==> src/inc/hp_pkg.sv <==
// Purpose: Shared constants and carrier types of the hot-plug register bank.
// Assumes: One 10 MHz clock; SMBus pins sampled synchronously.
// Notes:   Bit positions are byte positions within the 8-bit registers.
`default_nettype none
package hp_pkg;

  // Command byte values that select a register.
  localparam logic [7:0] CMD_SLOT_A_CONTROL = 8'h02;
  localparam logic [7:0] CMD_SLOT_B_CONTROL = 8'h03;
  localparam logic [7:0] CMD_SLOT_A_STATUS  = 8'h04;
  localparam logic [7:0] CMD_SLOT_B_STATUS  = 8'h05;
  localparam logic [7:0] CMD_SHARED_STATUS  = 8'h06;

  // Values after power-up.
  localparam logic [7:0] CONTROL_RESET = 8'h00;
  localparam logic [7:0] STATUS_RESET  = 8'h00;
  localparam logic [3:0] SHARED_RESET  = 4'h0;

  // Control register fields.
  localparam int CTRL_AUX_ENABLE_BIT  = 0;
  localparam int CTRL_MAIN_ENABLE_BIT = 1;
  localparam int CTRL_FORCE_GATE_BIT  = 2;

  // Status register fields.
  localparam int STAT_3V3_OC_BIT = 0;
  localparam int STAT_12V_OC_BIT = 2;
  localparam int STAT_AUX_OC_BIT = 4;

  // Shared status register fields.
  localparam int SHARED_INTMSK_BIT = 3;

  // Fixed upper part of the 7-bit bus address; straps give the low three.
  localparam logic [3:0] DEV_ADDR_HIGH = 4'h8;
  localparam logic [3:0] BITS_PER_BYTE = 4'h8;

  // Pins and analog detections of one slot.
  typedef struct packed {
    logic power_on_input;
    logic aux_request_input;
    logic force_input_n;
    logic aux_power_good;
    logic main_power_good;
    logic aux_overcurrent;
    logic oc_12v;
    logic oc_3v3;
  } slot_in_t;

  // Outputs of one slot; every field comes from a flip-flop.
  typedef struct packed {
    logic main_enable;
    logic aux_enable;
    logic power_good_oe;
    logic fault_oe;
  } slot_out_t;

endpackage : hp_pkg
`default_nettype wire

==> src/hot_plug_slot_register_bank.sv <==
// Purpose: SMBus register bank of a dual-slot hot-plug power controller.
// Assumes: SCL and SDA are synchronous to clk and far slower than it.
// Notes:   Supports Write_Byte, Read_Byte and Receive_Byte only.
`timescale 1ns/1ps
`default_nettype none
module hot_plug_slot_register_bank (
  input  wire logic             clk,
  input  wire logic             reset,
  input  wire logic             smbus_scl,
  input  wire logic             smbus_sda_in,
  output logic                  smbus_sda_out,
  output logic                  smbus_sda_oe,
  input  wire logic [2:0]       addr_strap,
  input  wire logic [1:0]       gpi,
  input  wire hp_pkg::slot_in_t slot_a_in,
  input  wire hp_pkg::slot_in_t slot_b_in,
  output hp_pkg::slot_out_t     slot_a_drive,
  output hp_pkg::slot_out_t     slot_b_drive,
  output logic                  int_out,
  output logic                  int_oe
);

  typedef enum logic [3:0] {
    ST_IDLE,
    ST_ADDR,
    ST_ADDR_ACK,
    ST_CMD,
    ST_CMD_ACK,
    ST_WDATA,
    ST_WDATA_ACK,
    ST_RDATA,
    ST_RDATA_ACK
  } bus_state_t;

  bus_state_t state_q;
  logic [2:0] dev_addr_q;
  logic       strap_done_q;
  logic       scl_q;
  logic       sda_q;
  logic [7:0] shift_q;
  logic [7:0] rd_shift_q;
  logic [3:0] bit_q;
  logic [7:0] cmd_q;
  logic       rw_q;
  logic       mack_q;
  logic       wr_q;
  logic [7:0] wdata_q;
  logic       intmsk_q;
  logic       sda_oe_q;
  logic       int_oe_q;
  logic       scl_rise;
  logic       scl_fall;
  logic       start_det;
  logic       stop_det;
  logic       byte_done;
  logic [7:0] rd_data;
  logic [7:0] ctrl_a_rd;
  logic [7:0] ctrl_b_rd;
  logic [7:0] stat_a_rd;
  logic [7:0] stat_b_rd;
  logic [7:0] shared_rd;
  logic       any_flag;

  // Bus edge and condition detection on the sampled lines.
  assign scl_rise  = smbus_scl && !scl_q;
  assign scl_fall  = !smbus_scl && scl_q;
  assign start_det = smbus_scl && scl_q && sda_q && !smbus_sda_in;
  assign stop_det  = smbus_scl && scl_q && !sda_q && smbus_sda_in;
  assign byte_done = scl_fall && (bit_q == hp_pkg::BITS_PER_BYTE);

  always_ff @(posedge clk or posedge reset) begin
    if (reset) begin
      scl_q <= 1'b1;
      sda_q <= 1'b1;
    end else begin
      scl_q <= smbus_scl;
      sda_q <= smbus_sda_in;
    end
  end

  // Straps are taken once, at the first edge after reset is released,
  // so later changes on those pins cannot move the device address.
  always_ff @(posedge clk or posedge reset) begin
    if (reset) begin
      dev_addr_q   <= 3'h0;
      strap_done_q <= 1'b0;
    end else if (!strap_done_q) begin
      dev_addr_q   <= addr_strap;
      strap_done_q <= 1'b1;
    end
  end

  // Register read multiplexer; unknown commands read as zero.
  assign shared_rd = {2'h0, gpi, intmsk_q, 3'h0};
  always_comb begin
    unique case (cmd_q)
      hp_pkg::CMD_SLOT_A_CONTROL: rd_data = ctrl_a_rd;
      hp_pkg::CMD_SLOT_B_CONTROL: rd_data = ctrl_b_rd;
      hp_pkg::CMD_SLOT_A_STATUS:  rd_data = stat_a_rd;
      hp_pkg::CMD_SLOT_B_STATUS:  rd_data = stat_b_rd;
      hp_pkg::CMD_SHARED_STATUS:  rd_data = shared_rd;
      default:                    rd_data = 8'h00;
    endcase
  end

  // Bit counter and receive shifter sample SDA on rising SCL.
  always_ff @(posedge clk or posedge reset) begin
    if (reset) begin
      shift_q <= 8'h00;
      bit_q   <= 4'h0;
      mack_q  <= 1'b0;
    end else if (start_det || (scl_fall && bit_q ==
                 hp_pkg::BITS_PER_BYTE)) begin
      bit_q <= 4'h0;
    end else if (scl_rise) begin
      // Ack clocks are not data bits, so they must not move the count.
      if (state_q == ST_RDATA_ACK) begin
        mack_q <= !smbus_sda_in;
      end else if (state_q != ST_ADDR_ACK && state_q != ST_CMD_ACK &&
                   state_q != ST_WDATA_ACK) begin
        shift_q <= {shift_q[6:0], smbus_sda_in};
        bit_q   <= bit_q + 4'h1;
      end
    end
  end

  // Protocol sequencer; a repeated start re-enters address phase,
  // which is how Read_Byte follows its command byte.
  always_ff @(posedge clk or posedge reset) begin
    if (reset) begin
      state_q    <= ST_IDLE;
      sda_oe_q   <= 1'b0;
      rw_q       <= 1'b0;
      rd_shift_q <= 8'h00;
    end else if (start_det) begin
      state_q  <= ST_ADDR;
      sda_oe_q <= 1'b0;
    end else if (stop_det) begin
      state_q  <= ST_IDLE;
      sda_oe_q <= 1'b0;
    end else if (scl_fall) begin
      unique case (state_q)
        ST_IDLE: begin
          sda_oe_q <= 1'b0;
        end
        ST_ADDR: begin
          if (byte_done) begin
            if (shift_q[7:1] == {hp_pkg::DEV_ADDR_HIGH, dev_addr_q}) begin
              state_q  <= ST_ADDR_ACK;
              sda_oe_q <= 1'b1;
              rw_q     <= shift_q[0];
            end else begin
              state_q <= ST_IDLE;
            end
          end
        end
        ST_ADDR_ACK: begin
          // Read without command byte reuses the latched command.
          if (rw_q) begin
            state_q    <= ST_RDATA;
            sda_oe_q   <= !rd_data[7];
            rd_shift_q <= {rd_data[6:0], 1'b0};
          end else begin
            state_q  <= ST_CMD;
            sda_oe_q <= 1'b0;
          end
        end
        ST_CMD: begin
          if (byte_done) begin
            state_q  <= ST_CMD_ACK;
            sda_oe_q <= 1'b1;
          end
        end
        ST_CMD_ACK: begin
          state_q  <= ST_WDATA;
          sda_oe_q <= 1'b0;
        end
        ST_WDATA: begin
          if (byte_done) begin
            state_q  <= ST_WDATA_ACK;
            sda_oe_q <= 1'b1;
          end
        end
        ST_WDATA_ACK: begin
          state_q  <= ST_IDLE;
          sda_oe_q <= 1'b0;
        end
        ST_RDATA: begin
          if (byte_done) begin
            state_q  <= ST_RDATA_ACK;
            sda_oe_q <= 1'b0;
          end else begin
            sda_oe_q   <= !rd_shift_q[7];
            rd_shift_q <= {rd_shift_q[6:0], 1'b0};
          end
        end
        ST_RDATA_ACK: begin
          // A master ack asks for the same register once more.
          if (mack_q) begin
            state_q    <= ST_RDATA;
            sda_oe_q   <= !rd_data[7];
            rd_shift_q <= {rd_data[6:0], 1'b0};
          end else begin
            state_q <= ST_IDLE;
          end
        end
        default: begin
          state_q  <= ST_IDLE;
          sda_oe_q <= 1'b0;
        end
      endcase
    end
  end

  // Command latch and one-cycle write strobe with its data byte.
  always_ff @(posedge clk or posedge reset) begin
    if (reset) begin
      cmd_q   <= 8'h00;
      wr_q    <= 1'b0;
      wdata_q <= 8'h00;
    end else begin
      wr_q <= 1'b0;
      if (state_q == ST_CMD && byte_done) begin
        cmd_q <= shift_q;
      end
      if (state_q == ST_WDATA && byte_done) begin
        wr_q    <= 1'b1;
        wdata_q <= shift_q;
      end
    end
  end

  // Shared status: only the interrupt mask is writable here.
  always_ff @(posedge clk or posedge reset) begin
    if (reset) begin
      intmsk_q <= hp_pkg::SHARED_RESET[0];
    end else if (wr_q && cmd_q == hp_pkg::CMD_SHARED_STATUS) begin
      intmsk_q <= wdata_q[hp_pkg::SHARED_INTMSK_BIT];
    end
  end

  // Interrupt pulls low while any overcurrent flag is set and unmasked;
  // clearing the flags releases it on the following edge.
  assign any_flag = |{stat_a_rd[4], stat_a_rd[2], stat_a_rd[0],
                      stat_b_rd[4], stat_b_rd[2], stat_b_rd[0]};
  always_ff @(posedge clk or posedge reset) begin
    if (reset) begin
      int_oe_q <= 1'b0;
    end else begin
      int_oe_q <= any_flag && !intmsk_q;
    end
  end

  // Both slots share one layout; each sees only its own write strobes.
  hp_slot u_slot_a (
    .clk     (clk),
    .reset   (reset),
    .pins    (slot_a_in),
    .ctrl_wr (wr_q && cmd_q == hp_pkg::CMD_SLOT_A_CONTROL),
    .stat_wr (wr_q && cmd_q == hp_pkg::CMD_SLOT_A_STATUS),
    .wdata   (wdata_q),
    .ctrl_rd (ctrl_a_rd),
    .stat_rd (stat_a_rd),
    .drive   (slot_a_drive)
  );

  hp_slot u_slot_b (
    .clk     (clk),
    .reset   (reset),
    .pins    (slot_b_in),
    .ctrl_wr (wr_q && cmd_q == hp_pkg::CMD_SLOT_B_CONTROL),
    .stat_wr (wr_q && cmd_q == hp_pkg::CMD_SLOT_B_STATUS),
    .wdata   (wdata_q),
    .ctrl_rd (ctrl_b_rd),
    .stat_rd (stat_b_rd),
    .drive   (slot_b_drive)
  );

  // SDA and INT only ever pull low, so their data lines are held at 0.
  assign smbus_sda_out = 1'b0;
  assign smbus_sda_oe  = sda_oe_q;
  assign int_out       = 1'b0;
  assign int_oe        = int_oe_q;
endmodule : hot_plug_slot_register_bank
`default_nettype wire

==> src/hp_slot.sv <==
// Purpose: Control and status registers plus pin logic of one slot.
// Assumes: Inputs are synchronous to clk.
// Notes:   Instantiated once per slot by the register bank.
`timescale 1ns/1ps
`default_nettype none
module hp_slot (
  input  wire logic             clk,
  input  wire logic             reset,
  input  wire hp_pkg::slot_in_t pins,
  input  wire logic             ctrl_wr,
  input  wire logic             stat_wr,
  input  wire logic [7:0]       wdata,
  output logic      [7:0]       ctrl_rd,
  output logic      [7:0]       stat_rd,
  output hp_pkg::slot_out_t     drive
);

  logic [2:0] ctrl_q;
  logic [2:0] flag_q;
  logic       main_on_q;
  logic       aux_on_q;
  logic       main_trip_q;
  logic       aux_trip_q;
  logic       fault_main_q;
  logic       fault_aux_q;
  logic       pg_oe_q;
  logic       fault_oe_q;
  logic       force_eff;
  logic       main_oc;
  logic       fault_bit;
  logic [2:0] flag_set;
  logic [2:0] flag_clr;

  // Force acts on the switches and power good only while the pin is low and the gate bit allows it; fault blanking follows the pin alone.
  assign force_eff = !pins.force_input_n &&
                     !ctrl_q[hp_pkg::CTRL_FORCE_GATE_BIT];
  assign main_oc   = pins.oc_12v | pins.oc_3v3;
  assign fault_bit = fault_main_q | fault_aux_q;

  // Writable enables and force gate; power-up leaves every output off.
  always_ff @(posedge clk or posedge reset) begin
    if (reset) begin
      ctrl_q <= hp_pkg::CONTROL_RESET[2:0];
    end else if (ctrl_wr) begin
      ctrl_q <= wdata[2:0];
    end
  end

  // Supply switches; a trip holds off until the request is dropped.
  always_ff @(posedge clk or posedge reset) begin
    if (reset) begin
      main_trip_q <= 1'b0;
      aux_trip_q  <= 1'b0;
      main_on_q   <= 1'b0;
      aux_on_q    <= 1'b0;
    end else begin
      if (main_on_q && main_oc && !force_eff) begin
        main_trip_q <= 1'b1;
      end else if (!(ctrl_q[1] || pins.power_on_input)) begin
        main_trip_q <= 1'b0;
      end
      if (aux_on_q && pins.aux_overcurrent && !force_eff) begin
        aux_trip_q <= 1'b1;
      end else if (!(ctrl_q[0] || pins.aux_request_input)) begin
        aux_trip_q <= 1'b0;
      end
      // Forcing disables protection, so it overrides any trip.
      main_on_q <= force_eff || ((ctrl_q[1] || pins.power_on_input) &&
                   !main_trip_q && !main_oc);
      aux_on_q  <= force_eff || ((ctrl_q[0] || pins.aux_request_input) &&
                   !aux_trip_q && !pins.aux_overcurrent);
    end
  end

  // Sticky overcurrent flags; a new event beats a write-one clear.
  assign flag_set = {pins.aux_overcurrent & aux_on_q,
                     pins.oc_12v & main_on_q,
                     pins.oc_3v3 & main_on_q};
  assign flag_clr = stat_wr ? {wdata[hp_pkg::STAT_AUX_OC_BIT],
                               wdata[hp_pkg::STAT_12V_OC_BIT],
                               wdata[hp_pkg::STAT_3V3_OC_BIT]} : 3'h0;
  always_ff @(posedge clk or posedge reset) begin
    if (reset) begin
      flag_q <= hp_pkg::STATUS_RESET[2:0];
    end else begin
      flag_q <= flag_set | (flag_q & ~flag_clr);
    end
  end

  // Fault latches exist only under pin control and clear as the
  // matching request input goes low; register access never touches them.
  always_ff @(posedge clk or posedge reset) begin
    if (reset) begin
      fault_main_q <= 1'b0;
      fault_aux_q  <= 1'b0;
    end else begin
      if (!pins.power_on_input) begin
        fault_main_q <= 1'b0;
      end else if (main_oc && main_on_q) begin
        fault_main_q <= 1'b1;
      end
      if (!pins.aux_request_input) begin
        fault_aux_q <= 1'b0;
      end else if (pins.aux_overcurrent && aux_on_q) begin
        fault_aux_q <= 1'b1;
      end
    end
  end

  // Open-drain pins: power good drives while good and not forced.
  always_ff @(posedge clk or posedge reset) begin
    if (reset) begin
      pg_oe_q    <= 1'b0;
      fault_oe_q <= 1'b0;
    end else begin
      pg_oe_q    <= pins.aux_power_good && pins.main_power_good &&
                    !force_eff;
      fault_oe_q <= fault_bit && pins.force_input_n;
    end
  end

  // Readback; power good and fault bits ignore the force pin.
  assign ctrl_rd = {pins.aux_power_good, pins.main_power_good,
                    3'h0, ctrl_q};
  assign stat_rd = {fault_bit, main_on_q, aux_on_q, flag_q[2],
                    1'b0, flag_q[1], 1'b0, flag_q[0]};
  assign drive   = '{main_enable:   main_on_q,
                     aux_enable:    aux_on_q,
                     power_good_oe: pg_oe_q,
                     fault_oe:      fault_oe_q};
endmodule : hp_slot
`default_nettype wire

==> config.mk <==
export PLATFORM = sky130hd
export DESIGN_NAME = hot_plug_slot_register_bank
export DESIGN_NICKNAME = d
export VERILOG_FILES = /design/src/inc/hp_pkg.sv /design/src/hot_plug_slot_register_bank.sv /design/src/hp_slot.sv
export SDC_FILE = /design/constraint.sdc
export NUM_CORES = 1
export LEC_CHECK = 0
export BUFFER_PORTS_ARGS = -buffer_cell sky130_fd_sc_hd__buf_4
export CAP_MARGIN = 20
export CORE_UTILIZATION = 64
export DETAILED_ROUTE_END_ITERATION = 10
export MAX_ROUTING_LAYER = met4
export PLACE_DENSITY = 0.85
export SLEW_MARGIN = 10
export SYNTH_ARGS = -nofsm -noshare
export SYNTH_HDL_FRONTEND = slang
export SYNTH_HIERARCHICAL = 1
export SYNTH_SLANG_ARGS = --single-unit
==> constraint.sdc <==
create_clock -name clk -period 5.4 [get_ports clk]
set_clock_uncertainty 0.1 [all_clocks]
set_input_delay 0.27 -clock clk [delete_from_list [all_inputs] [get_ports clk]]
set_output_delay 0.27 -clock clk [all_outputs]
set_load 0.01 [all_outputs]
==> flow_metrics.py, run 1 <==
metrics = {
    "outcome": {
        "result_of_the_run": "complete, no violations",
    },
    "finish": {
        "antennaDiodeCount": 0,
        "finish.instance_area_um2": 4330,
        "postLayoutCoreUtil": 0.7271,
        "drive_above_1_share": 0.2372,
        "final_net_count": 414,
        "synthToLayoutAreaGrowth_pct": 8.871,
    },
    "sta": {
        "worst_slack_ns": 3.231,
        "finalSetupTns_ns": 0,
        "timing.final.max_slew_violations": 0,
        "finalCriticalPeriod_ns": 2.169,
        "grt_setup_unrepaired": "no",
        "finalCritPeriodShare": 0.4016,
        "max_slew_margin": 0.4945,
        "setup_viol": 0,
        "worst_slew_pin_slew_ns": 0.7583,
        "max_clock_freq_ghz": 0.4611,
        "report.final.hold_viol_count": 0,
    },
    "routing": {
        "antenna_violating_nets_post_route": 0,
        "drt_drc_violations_left": 0,
        "wl_per_cell_um": 17.38,
        "postRouteWirelength_um": 8116,
        "drtIter0Drc": 271,
        "avgViaCountPerCell": 5.996,
        "via_count": 2800,
        "detailedRoute.firstPassIterationCount": 4,
    },
    "setup_path": {
        "cpMaxStageDelayCell": "sky130_fd_sc_hd__dlygate4sd3_1",
        "setup.worst_path.end_class": "flop",
        "worst_r2r_path_depth": 7,
        "critPathMaxStageDelay_ns": 0.53,
        "crit_path_cells": "dlygate4sd3_1 > buf_4 > nand2b_1 > nor2_2 > nand2_1 > nor2_4 > mux2_1",
        "cp_data_required_time_ns": 5.53,
        "critPathLaunchType": "input pin",
        "timing.setup.critical_path_class": "input pin to flop",
        "cp_data_arrival_time_ns": 2.29,
        "largest_fanout_on_the_critical_path": 6,
    },
    "grt": {
        "grtUsageMet2": 0.4277,
        "global_route.usage.met1": 0.3852,
        "grt_remaining_overflow": 0,
        "grt_pass1_vias": 2735,
        "grt_pass1_wl_um": 13430,
        "antenna_found_initial": 0,
        "use_met3": 0.05056,
        "largest_net_degree_at_the_start_of_global_routing": 49,
        "grt_most_used_layer": "met2",
        "groute.usage.overall": 0.2861,
    },
    "floorplan": {
        "core_region_area_um2": 5956,
        "initial_standard_cell_utilization_of_the_core": 0.6679,
        "die_w_um": 80.84,
        "die_outline_area_um2": 6534,
        "row_count": 28,
        "die_h_um": 80.84,
        "pin_count": 37,
    },
    "clocking": {
        "cts-htree-levels": 3,
        "clock_sinks": 76,
        "clk_root_buffer_cell": "sky130_fd_sc_hd__clkbuf_8",
        "cts.clk_slew.worst_paths_ns": 0.08,
        "cts_buffers": 9,
        "clock_path_buffers": 2,
        "clock_insertion_delay_worst_skew_ns": 0.35,
        "tritoncts": "done",
        "postCtsSetupRepairBufs": 0,
    },
    "pwr": {
        "power_share_of_the_combinational_group": 0.146,
        "seq_power_share": 0.521,
        "design_power_total_mw": 1.331,
        "power_per_cell_area_nw_per_um2": 307.4,
        "clkPwrFrac": 0.333,
        "ir_worst_vdd_v": 0.0003212,
        "p_sw_frac": 0.2853,
        "internal_power_mw": 0.9514,
        "net_switching_power_of_the_design_mw": 0.3797,
        "total_leakage_power_nw": 1.930,
    },
    "placed_design": {
        "dpl_worst_slack_ns": 3.083,
        "gp_congestion": 0.8970,
        "place_hpwl_um": 5679,
        "numPortBuffers": 34,
        "detailed_place.area_um2": 4061,
    },
    "synthesis": {
        "yosys_warnings": 6,
        "syn_inst": 369,
        "syn-cell-area_um2": 3978,
        "post_synth.cell_area_avg_um2": 10.78,
    },
    "job": {
        "maxCapViolCount": 0,
    },
    "worst_hold_path": {
        "hold-path-cell-count": 2,
        "hold_class": "input pin to flop",
    },
}
-- power groups by stage --
stage          clock network (mW)  registers, mW  logic (mW)
2_1_floorplan                   0          0.676       0.162
3_3_place_gp                    0          0.700       0.182
3_5_place_dp                    0          0.702       0.189
4_1_cts                     0.449          0.693       0.193
5_1_grt                     0.469          0.705       0.217
6_report                    0.444          0.694       0.194
-- state kept, by name, indices dropped and copies added, names as in the netlist, 3 cells and up --
signal / flops
u_slot_a/ctrl_q: 3
cmd_q: 8
u_slot_b/flag_q: 3
dev_addr_q: 3
wdata_q: 5
bit_q: 4
u_slot_b/ctrl_q: 3
u_slot_a/flag_q: 3
state_q: 4
rd_shift_q: 7
shift_q: 8
-- layer usage --
metal / share of wire / wire length [um]
met3: 0.053 / 427
met1: 0.46 / 3754
met5: 0 / 0
met2: 0.47 / 3808
met4: 0.016 / 126
-- critical path: cells and delay by family --
kind | cells | cell delay, ns
and+or+nand+nor | 4 | 0.96
buffers and inverters | 2 | 0.68
muxes | 1 | 0.37
-- placed cells by master, fill, tap and decap left out, drive strengths merged, types with 3 or more instances in the layout --
| cell type | n |
|---|---|
| or2 | 4 |
| nor2 | 29 |
| dfrtp | 74 |
| a22oi | 12 |
| o21a | 6 |
| o211ai | 4 |
| conb | 13 |
| inv | 16 |
| buf | 36 |
| o22ai | 4 |
| nor3 | 3 |
| and3 | 3 |
| clkbuf | 11 |
| nand3b | 4 |
| nand3 | 7 |
| a21oi | 19 |
| a21o | 3 |
| mux2 | 34 |
| nand2 | 16 |
| a22o | 6 |
| a221oi | 5 |
| dlygate4sd3 | 4 |
| mux2i | 8 |
| a211oi | 4 |
| nand2b | 6 |
| xnor2 | 4 |
| o21ai | 10 |
| o31ai | 4 |
| and2 | 4 |
| nor2b | 7 |
-- metrics by stage --
stage / cells / hold slack [ns]
floorplan: 378 / 0.05922
global placement: 445 / 0.2569
detailed placement: 445 / 0.2645
CTS: 465 / 0.002779
global route: 467 / 0.01389
finish: 467 / 0.01371
-- path summary, 6_finish.rpt --
kind / from / end / slack, ns
max: smbus_scl / wdata_q[4] / 3.23
min reg2reg: u_slot_b/aux_trip_q / u_slot_b/aux_on_q / 0.36
min: slot_a_in[0] / u_slot_a/main_on_q / 0.01
min in group asynchronous: reset / wr_q / 0.30
max in group asynchronous: reset / scl_q / 4.36
max reg2reg: bit_q[0] / wdata_q[4] / 3.28
-- cell type report --
type / instances / area (um2)
flip-flops and latches: 76 / 1904
multi-input cells: 245 / 1752
fillers: 423 / 1625
repair buffers: 40 / 322.8
clock buffers: 11 / 141.4
well taps: 75 / 93.84
clock inverters: 5 / 60.06
inverters: 15 / 56.30
-- repair_timing --
| action | in CTS | in global routing |
|---|---|---|
| hold endpoints to repair | 31 | 0 |
| hold buffers | 4 | 0 |
| resized for setup | 0 | 0 |
Power figures use the tool's default switching activity.
==> inputs of run 2 (changes only) <==
--- a/config.mk
+++ b/config.mk
@@ -7,10 +7,10 @@
 export LEC_CHECK = 0
 export BUFFER_PORTS_ARGS = -buffer_cell sky130_fd_sc_hd__buf_4
 export CAP_MARGIN = 20
-export CORE_UTILIZATION = 64
+export CORE_UTILIZATION = 59
 export DETAILED_ROUTE_END_ITERATION = 10
 export MAX_ROUTING_LAYER = met4
-export PLACE_DENSITY = 0.85
+export PLACE_DENSITY = 0.79
 export SLEW_MARGIN = 10
 export SYNTH_ARGS = -nofsm -noshare
 export SYNTH_HDL_FRONTEND = slang
==> constraint.sdc (replaced) <==
create_clock -name clk -period 2.2 [get_ports clk]
set_clock_uncertainty 0.1 [all_clocks]
set_input_delay 0.11 -clock clk [delete_from_list [all_inputs] [get_ports clk]]
set_output_delay 0.11 -clock clk [all_outputs]
set_load 0.01 [all_outputs]
==> run 2 against run 1 <==
The flow now finishes with violations (design-rule violations). First-iteration DRC count increased by 0.37%. Register-to-register slack got worse by 3.1 ns. Critical path type is now flop to flop. Flip-flop and latch count unchanged. Critical path depth unchanged. Largest power group unchanged. Non-clock buffer count increased by 24. Largest cell class unchanged. Power increased by 140%.
==> flow_metrics.py, run 2 (synthesis results as in run 1) <==
metrics = {
    "outcome": {
        "result_of_the_run": "complete, but fails checks",
        "violations": "design-rule violations",
    },
    "grt": {
        "grt_pass1_wl_um": 14490,
        "groute.usage.overall": 0.2739,
        "grt_pass1_vias": 2891,
        "largest_net_degree_at_the_start_of_global_routing": 49,
        "antenna_found_initial": 0,
        "grt_remaining_overflow": 0,
    },
    "routing": {
        "postRouteWirelength_um": 8280,
        "via_count": 2898,
        "avgViaCountPerCell": 5.902,
        "drtIter0Drc": 272,
        "wl_per_cell_um": 16.86,
        "detailedRoute.firstPassIterationCount": 8,
        "drt_drc_violations_left": 6,
        "antenna_violating_nets_post_route": 0,
    },
    "clocking": {
        "clock_insertion_delay_worst_skew_ns": 0.35,
        "cts_buffers": 9,
        "cts_resized": 0,
        "clk_root_buffer_cell": "sky130_fd_sc_hd__clkbuf_8",
        "tritoncts": "done",
        "cts.clk_slew.worst_paths_ns": 0.08,
        "clock_sinks": 76,
        "clock_path_buffers": 2,
        "cts-htree-levels": 3,
    },
    "floorplan": {
        "row_count": 29,
        "die_outline_area_um2": 7074,
        "die_w_um": 84.11,
        "core_region_area_um2": 6422,
        "die_h_um": 84.11,
        "pin_count": 37,
        "initial_standard_cell_utilization_of_the_core": 0.6193,
    },
    "placed_design": {
        "gp_congestion": 0.8679,
        "place_hpwl_um": 5578,
        "numPortBuffers": 34,
    },
    "sta": {
        "worst_slew_pin_slew_ns": 0.5885,
        "max_slew_margin": 0.6076,
        "holdWs_ns": 0.2730,
        "finalCriticalPeriod_ns": 2.036,
        "setup_viol": 0,
        "report.final.hold_viol_count": 0,
        "timing.final.max_slew_violations": 0,
        "max_clock_freq_ghz": 0.4912,
        "grt_setup_unrepaired": "no",
        "finalCritPeriodShare": 0.9254,
        "finalSetupTns_ns": 0,
    },
    "setup_path": {
        "critPathLaunchType": "flop",
        "largest_fanout_on_the_critical_path": 6,
        "timing.setup.critical_path_class": "flop to flop",
        "cp_data_arrival_time_ns": 2.17,
        "worst_r2r_startpoint": "bit_q[0]",
        "timing.critical_path.from": "bit_q[0]",
        "setup.worst_path.end_class": "flop",
        "cp_data_required_time_ns": 2.33,
    },
    "finish": {
        "layout_common_cells": "sky130_fd_sc_hd__dfrtp_1, sky130_fd_sc_hd__buf_4, sky130_fd_sc_hd__nor2_1",
        "drive_above_1_share": 0.2271,
        "postLayoutCoreUtil": 0.7052,
        "mostFrequentLayoutCell": "sky130_fd_sc_hd__dfrtp_1",
        "layout.filler_cells": 445,
        "final_net_count": 438,
        "antennaDiodeCount": 0,
        "biggestRegsByFlops": "cmd_q: 8 flops, shift_q: 8 flops, rd_shift_q: 7 flops",
        "synthToLayoutAreaGrowth_pct": 13.87,
    },
    "pwr": {
        "ir_worst_vdd_v": 0.0004957,
        "power_per_cell_area_nw_per_um2": 700.9,
        "total_leakage_power_nw": 2.014,
    },
    "job": {
        "maxCapViolCount": 0,
    },
    "worst_hold_path": {
        "hold_class": "input pin to async pin",
    },
}
run 2: area by class of cell:
class / count / area, um2 / share of cell area
multi-input cells: 245 / 1752 / 0.3867
well taps: 77 / 96.34 / 0.02127
inverters: 15 / 56.30 / 0.01243
repair buffers: 64 / 545.5 / 0.1204
clock inverters: 3 / 23.77 / 0.005249
clock buffers: 11 / 151.4 / 0.03343
flip-flops and latches: 76 / 1904 / 0.4204
run 2: final timing paths:
path                                          to  slack, ns  depth (start not counted)
hold reg to reg            u_slot_a/fault_main_q       0.39                          1
setup reg to reg                            rw_q       0.16                          7
setup / recovery                            rw_q       0.16                          7
max in group asynchronous                   rw_q       1.21                          4
min in group clk                   rd_shift_q[5]       0.33                          6
hold / removal                u_slot_a/flag_q[0]       0.27                          3
run 2: worst max-delay path, cell delays in order, from the launching register on:
cell and delay (ns):
sky130_fd_sc_hd__dfrtp_1 0.42, sky130_fd_sc_hd__inv_1 0.07, sky130_fd_sc_hd__ha_1 0.13, sky130_fd_sc_hd__nand3b_1 0.17, sky130_fd_sc_hd__nor2_2 0.28, sky130_fd_sc_hd__nand2_1 0.16, sky130_fd_sc_hd__nor4_1 0.23, sky130_fd_sc_hd__mux2_2 0.37
run 2: metrics by stage:
step                      power [mW]  instances  area (um2)  worst slack, ns
after floorplan                2.057        378        4011           0.3863
after global placement         2.164        451        4094           0.2824
after detailed placement       2.194        451        4094           0.1899
after CTS                      3.188        491        4529           0.1699
after global routing           3.350        491        4529          0.01295
final                          3.175        491        4529           0.1641
run 2: timing repair:
item                      CTS  global route
hold endpoints to repair  103             0
buffers inserted            0             0
hold buffers               26             0
run 2: per-layer routing:
layer,track usage,part of all wire,vias to the layer above
met5,-,0,-
met4,0.1050,0.017,0
met3,0.04451,0.053,17
met2,0.4098,0.48,108
met1,0.3774,0.45,1411
li1,-,-,1362
run 2: power by group:
group | switching [mW] | total (mW) | internal [mW]
registers | 0.168 | 1.70 | 1.53
clock network | 0.503 | 0.963 | 0.460
logic | 0.243 | 0.514 | 0.270
